<file path="config.mk">
export PLATFORM = sky130hd
export DESIGN_NAME = fmw_ctrl
export DESIGN_NICKNAME = d
export VERILOG_FILES = /design/src/common/fmw_pkg.sv /design/src/core/fmw_sram.sv /design/src/core/fmw_ctrl.sv
export SDC_FILE = /design/constraint.sdc
export NUM_CORES = 1
export LEC_CHECK = 0
export BUFFER_PORTS_ARGS = -buffer_cell sky130_fd_sc_hd__clkbuf_2
export CORE_MARGIN = 1
export CORE_UTILIZATION = 55
export DETAILED_ROUTE_END_ITERATION = 12
export GPL_TIMING_DRIVEN = 0
export PLACE_DENSITY_LB_ADDON = 0.12
export REMOVE_ABC_BUFFERS = 1
export SETUP_SLACK_MARGIN = 0.02
export SYNTH_ARGS = -nofsm -noshare
export SYNTH_HDL_FRONTEND = slang
export SYNTH_SLANG_ARGS = --single-unit
</file>
<file path="constraint.sdc">
create_clock -name i_clk -period 8.7 [get_ports i_clk]
set_input_delay 1.74 -clock i_clk [delete_from_list [all_inputs] [get_ports i_clk]]
set_output_delay 1.74 -clock i_clk [all_outputs]
set_load 0.03 [all_outputs]
</file>
<file path="src/common/fmw_pkg.sv">
package fmw_pkg;
	// Wake pins handled by the block
	localparam int PIN_N = 8;
	// Pins 6 and 7 are output-only and may take no wake role
	localparam logic [7:0] PIN_WAKE_CAPABLE = 8'h3F;

	localparam int CLK_PERIOD_NS = 40;
	// Least time a wake input must stay steady before it is believed
	localparam int DEB_TIME_NS = 100000;
	localparam int DEB_CYC = (DEB_TIME_NS + CLK_PERIOD_NS - 1) / CLK_PERIOD_NS;
	localparam int DEB_W = 12;
	localparam logic [11:0] DEB_LAST = 12'(DEB_CYC - 1);

	localparam int COUNT_W = 16;
	localparam int SRAM_AW = 4;
	localparam int SRAM_DW = 32;
	localparam int SRAM_DEPTH = 16;

	// Byte addresses on the register bus
	localparam logic [7:0] ADDR_CTRL = 8'h00;
	localparam logic [7:0] ADDR_STATUS = 8'h04;
	localparam logic [7:0] ADDR_ROLE = 8'h08;
	localparam logic [7:0] ADDR_HOLD = 8'h0C;
	localparam logic [7:0] ADDR_COUNT = 8'h10;
	localparam logic [7:0] ADDR_SRAM_ADDR = 8'h14;
	localparam logic [7:0] ADDR_SRAM_DATA = 8'h18;

	localparam int CTRL_ENTRY_BIT = 0;
	localparam int CTRL_SUSPEND_BIT = 1;
	localparam int STAT_FROZEN_BIT = 0;
	localparam int STAT_MATCH_BIT = 1;
	localparam int STAT_LEVEL_LSB = 8;

	// Wake role codes, two bits per pin
	localparam logic [1:0] ROLE_NONE = 2'h0;
	localparam logic [1:0] ROLE_EDGE = 2'h1;
	localparam logic [1:0] ROLE_HIGH = 2'h2;
	localparam logic [1:0] ROLE_LOW = 2'h3;

	localparam logic [15:0] ROLE_RST = 16'h0000;
	localparam logic [7:0] HOLD_RST = 8'h00;
	localparam logic SUSPEND_RST = 1'b1;

	typedef enum logic [0:0] {
		FMW_ACTIVE = 1'b0,
		FMW_FROZEN = 1'b1
	} fmw_state_t;
endpackage

</file>
<file path="src/core/fmw_sram.sv">
`timescale 1ns/1ns
module fmw_sram (
	input  wire logic                               i_clk,
	input  wire logic                               i_rst,
	input  wire logic                               i_we,
	input  wire logic [fmw_pkg::SRAM_AW-1:0]        i_addr,
	input  wire logic [fmw_pkg::SRAM_DW-1:0]        i_wdata,
	input  wire logic                               i_clear,
	output logic      [fmw_pkg::SRAM_DW-1:0]        o_rdata
);
	logic [fmw_pkg::SRAM_DW-1:0]    mem [0:fmw_pkg::SRAM_DEPTH-1];
	logic [fmw_pkg::SRAM_DEPTH-1:0] valid;

	always_ff @(posedge i_clk) begin
		if (i_we) begin
			mem[i_addr] <= i_wdata;
		end
	end

	// Sleep loses contents; a write in the same cycle survives the clear
	always_ff @(posedge i_clk) begin
		if (i_rst) begin
			valid <= '0;
		end else begin
			if (i_clear) begin
				valid <= '0;
			end
			if (i_we) begin
				valid[i_addr] <= 1'b1;
			end
		end
	end

	assign o_rdata = valid[i_addr] ? mem[i_addr] : '0;

	property p_retain;
		@(posedge i_clk) disable iff (i_rst)
		(!i_we && !i_clear && valid[i_addr]) |=> (o_rdata == $past(o_rdata)) || $changed(i_addr);
	endproperty
	a_retain: assert property (p_retain) else $error("stored word changed without write"); // RQ10
endmodule // fmw_sram

</file>
<file path="src/core/fmw_ctrl.sv">
// Functional notes
// RQ1: Entry request halts all fabric activity
// RQ2: Any-edge pin wakes on either transition
// RQ3: Each pin has its own wake role
// RQ4: Signature members need high or low each
// RQ5: Signature wakes only when all members match
// RQ6: Complete signature present ends freeze at once
// RQ7: Matching signature keeps device active; refuse entry
// RQ8: Fabric logic resumes from retained state
// RQ9: Suspend setting keeps SRAM contents across freeze
// RQ10: Read after wake equals data written before
// RQ11: Idle pins tristate or hold during freeze
// RQ12: Output-only pins take no wake role
// RQ13: Wake inputs synchronised and debounced first
//
// Decided for this implementation: the Avalon-MM register port and the placing of the registers.
`timescale 1ns/1ns
module fmw_ctrl (
	input  wire logic                              i_clk,
	input  wire logic                              i_rst,
	input  wire logic [7:0]                        i_avs_address,
	input  wire logic                              i_avs_read,
	input  wire logic                              i_avs_write,
	input  wire logic [31:0]                       i_avs_writedata,
	input  wire logic [3:0]                        i_avs_byteenable,
	output logic      [31:0]                       o_avs_readdata,
	output logic                                   o_avs_waitrequest,
	input  wire logic [fmw_pkg::PIN_N-1:0]         i_wake_pin,
	input  wire logic                              i_freeze_entry_request,
	input  wire logic [fmw_pkg::PIN_N-1:0]         i_fab_out,
	input  wire logic [fmw_pkg::PIN_N-1:0]         i_fab_oe,
	output logic      [fmw_pkg::PIN_N-1:0]         o_pin_out,
	output logic      [fmw_pkg::PIN_N-1:0]         o_pin_oe,
	output logic                                   o_frozen,
	output logic      [fmw_pkg::COUNT_W-1:0]       o_count
);
	localparam int NIN = fmw_pkg::PIN_N + 1;

	fmw_pkg::fmw_state_t            state;
	logic [NIN-1:0]                 sync1;
	logic [NIN-1:0]                 sync2;
	logic [NIN-1:0]                 deb;
	logic [fmw_pkg::DEB_W-1:0]      deb_cnt [0:NIN-1];
	logic                           entry_prev;
	logic [fmw_pkg::PIN_N-1:0]      snap;
	logic [fmw_pkg::PIN_N-1:0]      held_out;
	logic [fmw_pkg::PIN_N-1:0]      held_oe;
	logic [2*fmw_pkg::PIN_N-1:0]    role;
	logic [fmw_pkg::PIN_N-1:0]      hold;
	logic                           suspend;
	logic [fmw_pkg::SRAM_AW-1:0]    sram_addr;
	logic [fmw_pkg::SRAM_DW-1:0]    sram_rdata;
	logic                           ack;
	logic [31:0]                    rd_mux;
	logic [fmw_pkg::PIN_N-1:0]      lvl;
	logic [fmw_pkg::PIN_N-1:0]      edge_m;
	logic [fmw_pkg::PIN_N-1:0]      hi_m;
	logic [fmw_pkg::PIN_N-1:0]      lo_m;
	logic [fmw_pkg::COUNT_W-1:0]    count_inc;
	logic                           req;
	logic                           wr_go;
	logic                           bus_entry;
	logic                           entry_req;
	logic                           edge_hit;
	logic                           sig_match;
	logic                           wake;
	logic                           frozen;
	logic                           sram_we;
	logic                           sram_clear;

	// Pins matching one role code
	function automatic logic [fmw_pkg::PIN_N-1:0] fmw_role_mask(
		input logic [2*fmw_pkg::PIN_N-1:0] roles,
		input logic [1:0]                  code
	);
		logic [fmw_pkg::PIN_N-1:0] m;
		m = '0;
		for (int k = 0; k < fmw_pkg::PIN_N; k++) begin
			m[k] = (roles[2*k +: 2] == code);
		end
		return m;
	endfunction

	// Forces the role of every output-only pin to none
	function automatic logic [2*fmw_pkg::PIN_N-1:0] fmw_role_filter(
		input logic [2*fmw_pkg::PIN_N-1:0] roles
	);
		logic [2*fmw_pkg::PIN_N-1:0] r;
		r = roles;
		for (int k = 0; k < fmw_pkg::PIN_N; k++) begin
			if (!fmw_pkg::PIN_WAKE_CAPABLE[k]) begin
				r[2*k +: 2] = fmw_pkg::ROLE_NONE;
			end
		end
		return r;
	endfunction

	// Byte-lane merge of a bus write into a register
	function automatic logic [31:0] fmw_merge(
		input logic [31:0] old,
		input logic [31:0] wd,
		input logic [3:0]  be
	);
		logic [31:0] r;
		r = old;
		for (int b = 0; b < 4; b++) begin
			if (be[b]) begin
				r[8*b +: 8] = wd[8*b +: 8];
			end
		end
		return r;
	endfunction

	// RQ13 two-stage synchroniser
	always_ff @(posedge i_clk) begin
		if (i_rst) begin
			sync1 <= '0;
			sync2 <= '0;
		end else begin
			sync1 <= {i_freeze_entry_request, i_wake_pin};
			sync2 <= sync1;
		end
	end

	// RQ13 debounce each input
	always_ff @(posedge i_clk) begin
		if (i_rst) begin
			deb <= '0;
			for (int i = 0; i < NIN; i++) begin
				deb_cnt[i] <= '0;
			end
		end else begin
			for (int i = 0; i < NIN; i++) begin
				if (sync2[i] == deb[i]) begin
					deb_cnt[i] <= '0;
				end else if (deb_cnt[i] == fmw_pkg::DEB_LAST) begin
					deb[i] <= sync2[i];
					deb_cnt[i] <= '0;
				end else begin
					deb_cnt[i] <= deb_cnt[i] + 1'b1;
				end
			end
		end
	end

	always_ff @(posedge i_clk) begin
		if (i_rst) begin
			entry_prev <= 1'b0;
		end else begin
			entry_prev <= deb[fmw_pkg::PIN_N];
		end
	end

	assign lvl = deb[fmw_pkg::PIN_N-1:0];
	assign frozen = (state == fmw_pkg::FMW_FROZEN);

	// RQ3 per-pin role decode
	assign edge_m = fmw_role_mask(role, fmw_pkg::ROLE_EDGE);
	assign hi_m = fmw_role_mask(role, fmw_pkg::ROLE_HIGH);
	assign lo_m = fmw_role_mask(role, fmw_pkg::ROLE_LOW);

	// RQ2 level differs from that at entry
	assign edge_hit = |(edge_m & (lvl ^ snap));

	// RQ4 RQ5 AND of all signature members
	assign sig_match = (|(hi_m | lo_m)) && (&((~hi_m | lvl) & (~lo_m | ~lvl)));

	assign wake = edge_hit | sig_match;

	// Avalon slave: one wait cycle on every access
	assign req = i_avs_read | i_avs_write;
	assign o_avs_waitrequest = req & ~ack;
	assign wr_go = i_avs_write & ack;
	assign bus_entry = wr_go && (i_avs_address == fmw_pkg::ADDR_CTRL) && i_avs_byteenable[0]
		&& i_avs_writedata[fmw_pkg::CTRL_ENTRY_BIT];
	assign entry_req = bus_entry | (deb[fmw_pkg::PIN_N] & ~entry_prev);

	always_ff @(posedge i_clk) begin
		if (i_rst) begin
			ack <= 1'b0;
		end else begin
			ack <= req & ~ack;
		end
	end

	always_comb begin
		rd_mux = '0;
		case (i_avs_address)
			fmw_pkg::ADDR_CTRL: begin
				rd_mux[fmw_pkg::CTRL_SUSPEND_BIT] = suspend;
			end
			fmw_pkg::ADDR_STATUS: begin
				rd_mux[fmw_pkg::STAT_FROZEN_BIT] = frozen;
				rd_mux[fmw_pkg::STAT_MATCH_BIT] = sig_match;
				rd_mux[fmw_pkg::STAT_LEVEL_LSB +: fmw_pkg::PIN_N] = lvl;
			end
			fmw_pkg::ADDR_ROLE: begin
				rd_mux[2*fmw_pkg::PIN_N-1:0] = role;
			end
			fmw_pkg::ADDR_HOLD: begin
				rd_mux[fmw_pkg::PIN_N-1:0] = hold;
			end
			fmw_pkg::ADDR_COUNT: begin
				rd_mux[fmw_pkg::COUNT_W-1:0] = o_count;
			end
			fmw_pkg::ADDR_SRAM_ADDR: begin
				rd_mux[fmw_pkg::SRAM_AW-1:0] = sram_addr;
			end
			fmw_pkg::ADDR_SRAM_DATA: begin
				rd_mux = frozen ? '0 : sram_rdata;
			end
			default: begin
				rd_mux = '0;
			end
		endcase
	end

	always_ff @(posedge i_clk) begin
		if (i_rst) begin
			o_avs_readdata <= '0;
		end else if (i_avs_read && !ack) begin
			o_avs_readdata <= rd_mux;
		end
	end

	// Configuration registers
	always_ff @(posedge i_clk) begin
		if (i_rst) begin
			role <= fmw_pkg::ROLE_RST;
			hold <= fmw_pkg::HOLD_RST;
			suspend <= fmw_pkg::SUSPEND_RST;
			sram_addr <= '0;
		end else if (wr_go) begin
			case (i_avs_address)
				fmw_pkg::ADDR_CTRL: begin
					if (i_avs_byteenable[0]) begin
						suspend <= i_avs_writedata[fmw_pkg::CTRL_SUSPEND_BIT];
					end
				end
				fmw_pkg::ADDR_ROLE: begin
					// RQ12 no role on output-only pins
					role <= fmw_role_filter(16'(fmw_merge({16'h0000, role}, i_avs_writedata,
						i_avs_byteenable)));
				end
				fmw_pkg::ADDR_HOLD: begin
					hold <= 8'(fmw_merge({24'h000000, hold}, i_avs_writedata,
						i_avs_byteenable));
				end
				fmw_pkg::ADDR_SRAM_ADDR: begin
					sram_addr <= 4'(fmw_merge({28'h0000000, sram_addr}, i_avs_writedata,
						i_avs_byteenable));
				end
				default: begin
				end
			endcase
		end
	end

	// Freeze state machine
	always_ff @(posedge i_clk) begin
		if (i_rst) begin
			state <= fmw_pkg::FMW_ACTIVE;
		end else begin
			case (state)
				fmw_pkg::FMW_ACTIVE: begin
					// RQ7 entry refused while signature holds
					if (entry_req && !sig_match) begin
						state <= fmw_pkg::FMW_FROZEN;
					end
				end
				fmw_pkg::FMW_FROZEN: begin
					// RQ6 leave as soon as wake condition seen
					if (wake) begin
						state <= fmw_pkg::FMW_ACTIVE;
					end
				end
				default: begin
					state <= fmw_pkg::FMW_ACTIVE;
				end
			endcase
		end
	end

	// Pin levels and fabric drive tracked until entry
	always_ff @(posedge i_clk) begin
		if (i_rst) begin
			snap <= '0;
			held_out <= '0;
			held_oe <= '0;
		end else if (!frozen) begin
			snap <= lvl;
			held_out <= i_fab_out;
			held_oe <= i_fab_oe;
		end
	end

	// RQ11 tristate or hold while frozen
	always_ff @(posedge i_clk) begin
		if (i_rst) begin
			o_pin_out <= '0;
			o_pin_oe <= '0;
		end else if (frozen) begin
			o_pin_out <= held_out & hold;
			o_pin_oe <= held_oe & hold;
		end else begin
			o_pin_out <= i_fab_out;
			o_pin_oe <= i_fab_oe;
		end
	end

	// RQ1 RQ8 fabric counter halts and resumes
	assign count_inc = o_count + 1'b1;
	always_ff @(posedge i_clk) begin
		if (i_rst) begin
			o_count <= '0;
		end else if (!frozen) begin
			o_count <= count_inc;
		end
	end

	assign o_frozen = frozen;

	// RQ9 only sleep setting discards SRAM on wake
	assign sram_clear = frozen & wake & ~suspend;
	assign sram_we = wr_go && !frozen && (i_avs_address == fmw_pkg::ADDR_SRAM_DATA)
		&& (i_avs_byteenable == 4'hF);

	fmw_sram u_sram (
		.i_clk   (i_clk),
		.i_rst   (i_rst),
		.i_we    (sram_we),
		.i_addr  (sram_addr),
		.i_wdata (i_avs_writedata),
		.i_clear (sram_clear),
		.o_rdata (sram_rdata)
	);

	property p_halt;
		@(posedge i_clk) disable iff (i_rst)
		frozen |=> (o_count == $past(o_count));
	endproperty
	a_halt: assert property (p_halt) else $error("counter moved while frozen"); // RQ1

	property p_edge_wake;
		@(posedge i_clk) disable iff (i_rst)
		(frozen && |(edge_m & (lvl ^ snap))) |=> !frozen;
	endproperty
	a_edge_wake: assert property (p_edge_wake) else $error("edge pin did not wake"); // RQ2

	property p_and;
		@(posedge i_clk) disable iff (i_rst)
		(frozen && !edge_hit && (|(hi_m & ~lvl) || |(lo_m & lvl))) |=> frozen;
	endproperty
	a_and: assert property (p_and) else $error("woke on partial signature"); // RQ5

	property p_sig_wake;
		@(posedge i_clk) disable iff (i_rst)
		(frozen && sig_match) |=> !frozen;
	endproperty
	a_sig_wake: assert property (p_sig_wake) else $error("signature did not wake"); // RQ6

	property p_stay;
		@(posedge i_clk) disable iff (i_rst)
		(!frozen && sig_match) |=> !frozen;
	endproperty
	a_stay: assert property (p_stay) else $error("froze during signature"); // RQ7

	property p_resume;
		@(posedge i_clk) disable iff (i_rst)
		$fell(frozen) |-> ##1 (o_count == $past(o_count, 2) + 1'b1);
	endproperty
	a_resume: assert property (p_resume) else $error("counter lost state on wake"); // RQ8

	property p_suspend;
		@(posedge i_clk) disable iff (i_rst)
		(frozen && suspend) |=> (sram_rdata == $past(sram_rdata)) || $changed(sram_addr);
	endproperty
	a_suspend: assert property (p_suspend) else $error("SRAM cleared in suspend"); // RQ9

	property p_idle_pin;
		@(posedge i_clk) disable iff (i_rst)
		(frozen && $past(frozen)) |-> (o_pin_oe == $past(held_oe & hold))
			&& (o_pin_out == $past(held_out & hold));
	endproperty
	a_idle_pin: assert property (p_idle_pin) else $error("pin not tristated or held"); // RQ11

	property p_no_out_role;
		@(posedge i_clk) disable iff (i_rst)
		((edge_m | hi_m | lo_m) & ~fmw_pkg::PIN_WAKE_CAPABLE) == '0;
	endproperty
	a_no_out_role: assert property (p_no_out_role) else $error("output pin has role"); // RQ12

	property p_debounce;
		@(posedge i_clk) disable iff (i_rst)
		$changed(deb[0]) |-> ($past(deb_cnt[0]) == fmw_pkg::DEB_LAST);
	endproperty
	a_debounce: assert property (p_debounce) else $error("input passed unsettled"); // RQ13
endmodule // fmw_ctrl

</file>
==> impl_metrics.tcl, run 1 <==
set metrics [dict create \
    comb_power_share_pct 2.0 \
    port_buffers 138 \
    drc 0 \
    cts_buffer_depth 3 \
    rows 87 \
    grt_pass1_wl_um 106000 \
    dieArea_sq_mm 0.0584 \
    drv_slew 0 \
    wl_met2_um 32300 \
    firstDrtPassIters 5 \
    max_freq_mhz 189 \
    yosysMostFrequentCell "edfxtp_1" \
    clk_pin_slew_worst_paths_ps 60 \
    synth_cells 2023 \
    htreeDepth 3 \
    holdBufCountCts 0 \
    wl_per_cell_um 21.9 \
    yosysWarnings 0 \
    viasPerCell 5.79 \
    detail-route-antenna-nets 0 \
    crit_path_end_kind "flop" \
    yosysTopAreaCellShare_pct 58.9 \
    netlist_area_sq_mm 0.0316 \
    slowest_delay_ps 940 \
    wl_met1_um 29600 \
    drt-total-wl_um 68100 \
    synthArstFlopShare_pct 0 \
    fill_cells 3993 \
    gr-usage-all-layers_pct 23.6 \
    worstPathArrival_ps 5590 \
    die_y_um 242 \
    hold_violations 0 \
    synth_area_per_cell_sq_um 15.6 \
    clock-skew-final_ps 23.6 \
    grt_pass1_vias 17891 \
    setup_viol 0 \
    cp_max_fo 30 \
    gp_congestion 0.877 \
    ir_worst_vdd_v 0.000173 \
    fin_hold_ws_ps 438 \
    start_kind "primary input" \
    die_w_um 242 \
    core-area_sq_mm 0.0566 \
    pwr-share-seq_pct 53.3 \
    antenna_found_initial 3 \
    gr-total-overflow 0 \
    cts.repair.resized 0 \
    max_slew.worst_pin.slew_ps 1040 \
    p_per_area_mw_per_mm2 209 \
    synth_seq_cells 781 \
    slew_headroom_pct 30.6 \
    ys_types 56 \
    start_util_pct 55.8 \
    min_path_type "flop to flop" \
    highest_layer "met5" \
    period_needed_ps 5280 \
    drive_above_1_share_pct 20.7 \
    path_class "primary input to flop" \
    final_util_pct 64.7 \
    power.total_w 0.00767 \
    synth_edf_count 620 \
    placed_cells 2961 \
    finalCritPeriodShare_pct 60.7 \
    ys.flop_type "edfxtp_1" \
    rsz0062_at_grt "no" \
    p_clk_share_pct 44.7 \
    cts_tree "built" \
    p_leak_nw 12.3 \
    yosys.area.top_type "edfxtp_1" \
    cap_violations 0 \
    area_growth_pct 15.9 \
    vias 17996 \
    io_pins 139 \
    cp_data_required_time_ps 9010 \
    dp_hpwl_um 42300 \
    synthTopCellsByArea "edfxtp_1, dfxtp_1, mux4_2" \
    post_cts_buffers 0 \
    p_int_w 0.00614 \
    crit_chain "clkbuf_2, nor2b_1, and4_1, nand4b_1, nor3_2, buf_6" \
    cp_slowest_cell "nor3_2" \
    cts_root_buf "clkbuf_16" \
    antenna_cells 0 \
    met3_length_um 4350 \
    clk_latency_ps 620 \
    synth_common_cells "edfxtp_1, nor2_1, dfxtp_1" \
    yosysSeqAreaShare_pct 69.1 \
    initialDrtViolationCount 1457 \
    cts_buffers 81 \
    finalNonFillerCells 3108 \
    cts.sinks 781 \
    switchingPower_w 0.00153 \
    status "finished, final reports clean" \
    swShare_pct 19.9 \
    nNetsFinal 2371 \
    grt_max_degree 72 \
]
cells in the final DEF, fill, tap and decap left out, types with 14 or more instances in the layout:
cell,netlist,final
edfxtp_1,620,620
nor2_1,226,213
dfxtp_1,161,156
clkbuf_2,0,137
mux4_2,130,130
conb_1,1,108
nand2_1,93,93
mux2i_1,90,90
clkbuf_16,0,85
xor2_1,67,67
nand3_1,57,57
xnor2_1,55,55
nor2b_1,51,51
a21oi_1,49,49
and3_1,34,34
o21ai_0,31,31
mux2_2,29,29
a22oi_1,27,27
nor3_1,30,26
nand4_1,18,18
clkbuf_1,48,18
a41oi_1,16,16
o21a_1,16,16
buf_6,4,16
clkinv_2,0,15
nor4_1,14,14
registers in the layout (all words and copies together), names as in the netlist, named ones only:
register / count
u_sram.mem: 512
deb_cnt: 108
o_avs_readdata: 32
o_count: 16
u_sram.valid: 16
role: 12
deb: 9
sync1: 9
sync2: 9
held_oe: 8
held_out: 8
hold: 8
o_pin_oe: 8
o_pin_out: 8
snap: 6
sram_addr: 4
ack: 1
entry_prev: 1
o_frozen: 1
suspend: 1
area by class of cell:
type | count | area [sq um] | area share (%)
Sequential cell | 781 | 21900 | 59.7
Clock buffer | 111 | 2300 | 6.29
Inverter | 11 | 41.3 | 0.113
Tap cell | 756 | 946 | 2.58
Timing Repair Buffer | 175 | 1360 | 3.72
Multi-Input combinational cell | 1238 | 9780 | 26.7
Clock inverter | 36 | 354 | 0.966
critical path: cells and delay by family:
kind,cells,cell delay (ps)
buffers and inverters,2,630
AND/OR/NAND/NOR,4,3180
worst paths after layout:
path,endpoint,start,slack [ps],depth (start not counted)
worst min register to register,sync2[1],sync1[1],440,1
worst max-delay path,u_sram.mem[8][27],i_avs_address[2],3420,6
worst min-delay path,sync2[1],sync1[1],440,1
worst max register to register,u_sram.mem[8][27],o_frozen,5040,6
kinds of logic after synthesis:
kind of cell               after synthesis  synth area share, %
DFF                                    781                 69.1
AOI/OAI and AO/OA                      175                 3.60
buffers and inverters                  111                 1.63
other                                    1               0.0119
adders and majority gates               10                0.396
xor gates and xnor gates               122                 3.38
muxes                                  249                 13.1
and+or+nand+nor                        574                 8.74
per-layer routing:
metal,vias up,GRT usage [%]
li1,8164,-
met3,123,4.43
met2,611,37.8
met4,6,6.96
met5,-,0
met1,9092,33.3
metrics by stage:
step	cell area, sq um	setup slack (ps)	setup TNS [ps]
detailed placement	34000	2880	0
CTS	36600	3500	0
global route	36600	3210	0
finish	36600	3420	0
global placement	33200	-1570	-165900
floorplan	31500	1910	0
power by group through the flow:
stage                     Clock (W)  Sequential [W]  Combinational (W)
final                       0.00343         0.00409           0.000156
after global routing        0.00364         0.00409           0.000173
after CTS                   0.00349         0.00409           0.000154
after detailed placement          0         0.00416           0.000152
after global placement            0         0.00416           0.000144
after floorplan                   0         0.00417          0.0000620
(Power assumes the default switching activity.)
==> run 2, diff against run 1 <==
- clock period: 8.7 -> 4.3 ns (I/O delays scaled with it)
==> run 2 against run 1 <==
Cell count increased by 0.16%; power increased by 100%; non-clock buffer count increased by 5; critical path depth unchanged; register-to-register slack got worse by 4300 ps; via count about the same; sequential power increased by 100%.
==> impl_metrics.tcl, run 2 (same netlist as run 1, synthesis figures left out) <==
set metrics [dict create \
    drv_slew 0 \
    dieArea_sq_mm 0.0584 \
    min_path_cells 1 \
    path_class "primary input to flop" \
    rsz0062_at_grt "no" \
    min_path_type "flop to flop" \
    p_int_w 0.0124 \
    finalNonFillerCells 3113 \
    drt-total-wl_um 68100 \
    period_needed_ps 4050 \
    slew_headroom_pct 30.4 \
    io_pins 139 \
    nNetsFinal 2376 \
    die_y_um 242 \
    cp_max_fo 30 \
    firstDrtPassIters 5 \
    wl_per_cell_um 21.9 \
    grt_pass1_wl_um 106000 \
    antenna_found_initial 3 \
    setup_viol 0 \
    hold_violations 0 \
    largest_reg_flops 512 \
    gr-usage-all-layers_pct 23.6 \
    clock-skew-final_ps 26.6 \
    cts_root_buf "clkbuf_16" \
    slowest_delay_ps 900 \
    reg2reg_to "u_sram.mem[13][27]" \
    cap_violations 0 \
    gp_congestion 0.877 \
    p_clk_share_pct 44.7 \
    final_util_pct 64.8 \
    fin_hold_ws_ps 436 \
    placed_cells 2961 \
    crit_chain "clkbuf_2, nor2b_2, and4_1, nand4_1, nor2_4, buf_16" \
    core-area_sq_mm 0.0566 \
    cp_slowest_cell "nor2_4" \
    r2r_setup_slack_ps 720 \
    worstHoldStart "sync1[1]" \
    clk_latency_ps 620 \
    start_util_pct 55.8 \
    holdBufCountCts 0 \
    max_freq_mhz 247 \
    antenna_cells 0 \
    die_w_um 242 \
    detail-route-antenna-nets 0 \
    layout_common_cells "edfxtp_1, nor2_1, dfxtp_1, clkbuf_2, mux4_2" \
    reg_top3 "u_sram.mem: 512 flops, deb_cnt: 108 flops, o_avs_readdata: 32 flops" \
    drc 0 \
    cts.sinks 781 \
    viasPerCell 5.78 \
    max_slew.worst_pin.slew_ps 1040 \
    rows 87 \
    htreeDepth 3 \
    status "finished, final reports clean" \
    area_growth_pct 16.1 \
    start_kind "primary input" \
    initialDrtViolationCount 1431 \
    vias 18003 \
    final.setup.tns_ps 0 \
    holdPathEnd "sync2[1]" \
    cts_buffers 81 \
    ff2ff_path_depth 6 \
    grt_max_degree 72 \
    port_buffers 138 \
    clk_pin_slew_worst_paths_ps 60 \
    finalCritPeriodShare_pct 94.3 \
    p_per_area_mw_per_mm2 423 \
    ir_worst_vdd_v 0.000354 \
    comb_power_share_pct 2.0 \
    cp_data_required_time_ps 4610 \
    cts_tree "built" \
    swShare_pct 19.9 \
    gr-total-overflow 0 \
    largest_register "u_sram.mem" \
    pwr-share-seq_pct 53.3 \
    grt_pass1_vias 17896 \
    drive_above_1_share_pct 21.0 \
    layout_commonest_cell "edfxtp_1" \
    worstPathArrival_ps 4360 \
    dp_hpwl_um 42300 \
    reg2reg_from "o_frozen" \
    p_leak_nw 12.4 \
    switchingPower_w 0.00309 \
    crit_path_end_kind "flop" \
    cts_buffer_depth 3 \
]
run 2: changes by cell type in the layout (fill, tap and decap cells not counted), sizes merged:
cell,previous run,this run
buf,37,42
run 2: stage by stage:
step / area (sq um) / setup WS (ps) / total power (W)
floorplan: 31500 / -2490 / 0.00856
global placement: 33200 / -5260 / 0.00871
detailed placement: 34000 / -638 / 0.00873
CTS: 36700 / -7.69 / 0.0156
global route: 36700 / 83.4 / 0.0160
finish: 36700 / 245 / 0.0155
run 2: worst max-delay path by stage:
stage | endpoint | startpoint
CTS | u_sram.mem[8][5] | i_avs_address[2]
finish | u_sram.mem[13][27] | i_avs_address[2]
global placement | o_avs_readdata[0] | flop
detailed placement | u_sram.mem[8][30] | i_avs_address[2]
floorplan | o_avs_readdata[1] | flop
global route | u_sram.mem[13][27] | i_avs_address[2]
run 2: layout make-up:
cell class                      count  area [sq um]
Tap cell                          756           946
Sequential cell                   781         21900
Inverter                           11          41.3
Timing Repair Buffer              180          1410
Fill cell                        3981         19900
Multi-Input combinational cell   1238          9790
Clock buffer                      111          2300
Clock inverter                     36           354
run 2: power by group through the flow:
stage | Sequential (W) | Clock (W) | Combinational (W)
2_1_floorplan | 0.00843 | 0 | 0.000125
3_3_place_gp | 0.00842 | 0 | 0.000292
3_5_place_dp | 0.00843 | 0 | 0.000309
4_1_cts | 0.00827 | 0.00706 | 0.000311
5_1_grt | 0.00827 | 0.00736 | 0.000350
6_report | 0.00827 | 0.00694 | 0.000316
run 2: metal layers:
layer	vias up	global-route usage [%]	part of all wire (%)
li1	8180	-	-
met3	112	4.43	6.4
met4	6	6.61	2.4
met5	-	0	0.068
met2	573	38.0	48
met1	9132	33.3	43
run 2: worst max-delay path: cells and delay by family:
kind | cells | cell delay [ps]
simple gates | 4 | 2830
buf+inv | 2 | 620
run 2: timing repair:
item	CTS	global route
pin swaps	2	1
setup endpoints to repair	71	269
gates cloned	0	0
setup buffers	4	1
gates resized for setup	0	2
==> run 3, diff against run 2 <==
- RECOVER_POWER: unset -> 50
==> run 3 against run 2 <==
Power about the same; sequential share of layout area is 0.13 points higher; sequential cell count did not move; cell count did not move; largest cell class unchanged; critical path depth stayed put; first-iteration DRC count rose by 7.9%; fmax rose by 0.52%; via count barely moved; highest routed layer unchanged; hold slack is essentially flat; sequential power is essentially flat.
==> impl_metrics.tcl, run 3 (same netlist as run 1, synthesis figures left out) <==
set metrics [dict create \
    status "finished, final reports clean" \
    grt_max_degree 72 \
    wl_per_cell_um 21.9 \
    viasPerCell 5.79 \
    cts.sinks 781 \
    largest_reg_flops 512 \
    clock-skew-final_ps 25.4 \
    die_w_um 242 \
    cts_root_buf "clkbuf_16" \
    period_needed_ps 4030 \
    clk_pin_slew_worst_paths_ps 60 \
    startpoint "i_avs_address[2]" \
    drc 0 \
    vias 18011 \
    hold_violations 0 \
    layout_commonest_cell "edfxtp_1" \
    io_pins 139 \
    gr-usage-all-layers_pct 23.6 \
    slew_headroom_pct 29.9 \
    crit_path_end_kind "flop" \
    firstDrtPassIters 5 \
    start_kind "primary input" \
    drive_above_1_share_pct 18.2 \
    setup_viol 0 \
    path_class "primary input to flop" \
    port_buffers 138 \
    holdBufCountCts 0 \
    cap_violations 0 \
    antenna_found_initial 3 \
    cp_data_required_time_ps 4610 \
    dieArea_sq_mm 0.0584 \
    ir_worst_vdd_v 0.000354 \
    detail-route-antenna-nets 0 \
    p_leak_nw 12.2 \
    cts_tree "built" \
    max_freq_mhz 248 \
    worstPathArrival_ps 4340 \
    final_util_pct 64.7 \
    die_y_um 242 \
    htreeDepth 3 \
    grt_pass1_vias 17896 \
    rsz0062_at_grt "no" \
    rows 87 \
    drt-total-wl_um 68100 \
    reg2reg_from "o_frozen" \
    p_per_area_mw_per_mm2 424 \
    final.setup.tns_ps 0 \
    reg_top3 "u_sram.mem: 512 flops, deb_cnt: 108 flops, o_avs_readdata: 32 flops" \
    dp_hpwl_um 42300 \
    nNetsFinal 2376 \
    gr-total-overflow 0 \
    max_slew.worst_pin.slew_ps 1050 \
    core-area_sq_mm 0.0566 \
    worstHoldStart "sync1[1]" \
    area_growth_pct 15.8 \
    layout_common_cells "edfxtp_1, nor2_1, dfxtp_1, mux4_2, conb_1" \
    clk_latency_ps 620 \
    cts_buffers 81 \
    cp_max_fo 30 \
    finalCritPeriodShare_pct 93.8 \
    gp_congestion 0.877 \
    initialDrtViolationCount 1544 \
    antenna_cells 0 \
    largest_register "u_sram.mem" \
    start_util_pct 55.8 \
    drv_slew 0 \
    grt_pass1_wl_um 106000 \
    min_path_type "flop to flop" \
    cts_buffer_depth 3 \
]
[run 3: cell types whose count changed in the layout (fill, tap and decap cells not counted)]
| cell | before | now |
|---|---|---|
| clkbuf_1 | 18 | 82 |
| clkbuf_2 | 137 | 73 |
| and2_0 | 0 | 1 |
| and2_1 | 3 | 2 |
| dfxtp_1 | 156 | 157 |
| dfxtp_2 | 1 | 0 |
[run 3: what timing repair did]
action,CTS,global route
pin swaps,2,1
endpoints found under the setup margin,71,269
setup buffers,4,1
gates resized for setup,0,2
[run 3: per-layer routing]
metal	up-vias	part of all wire, %	global-route usage (%)
li1	8171	-	-
met1	9133	43	33.3
met2	582	48	38.0
met3	119	6.6	4.43
met4	6	2.5	6.61
met5	-	0.068	0
[run 3: path summary, 6_finish.rpt]
check / to / slack (ps) / depth (start not counted)
max: u_sram.mem[13][27] / 270 / 6
min: sync2[1] / 440 / 1
max reg2reg: u_sram.mem[13][27] / 470 / 6
min reg2reg: sync2[1] / 440 / 1
[run 3: metrics by stage]
step	instances	instance area, sq um	hold WS, ps	total power (W)	worst slack [ps]
floorplan	2030	31500	414	0.00856	-2490
global placement	2924	33200	428	0.00871	-5260
detailed placement	2961	34000	427	0.00873	-638
CTS	3112	36700	425	0.0156	-7.69
global route	3113	36600	428	0.0160	83.4
finish	3113	36600	436	0.0155	266
[run 3: critical path, cell delays in order]
cell	delay, ps
clkbuf_2	360
nor2b_2	570
and4_1	820
nand4_1	530
nor2_4	900
buf_16	250
[run 3: area by class of cell]
cell class,instances,area [sq um]
inverter,11,41.3
sequential,781,21900
multi-input combinational,1238,9790
tap,756,946
clock buffer,111,2300
fill,4007,20000
clock inverter,36,354
timing repair buffer,180,1330
[run 3: where the power goes]
part	switching (W)	total (W)	internal, W
sequential	0.0000577	0.00827	0.00821
clock	0.00282	0.00694	0.00412
combinational	0.000219	0.000310	0.0000910
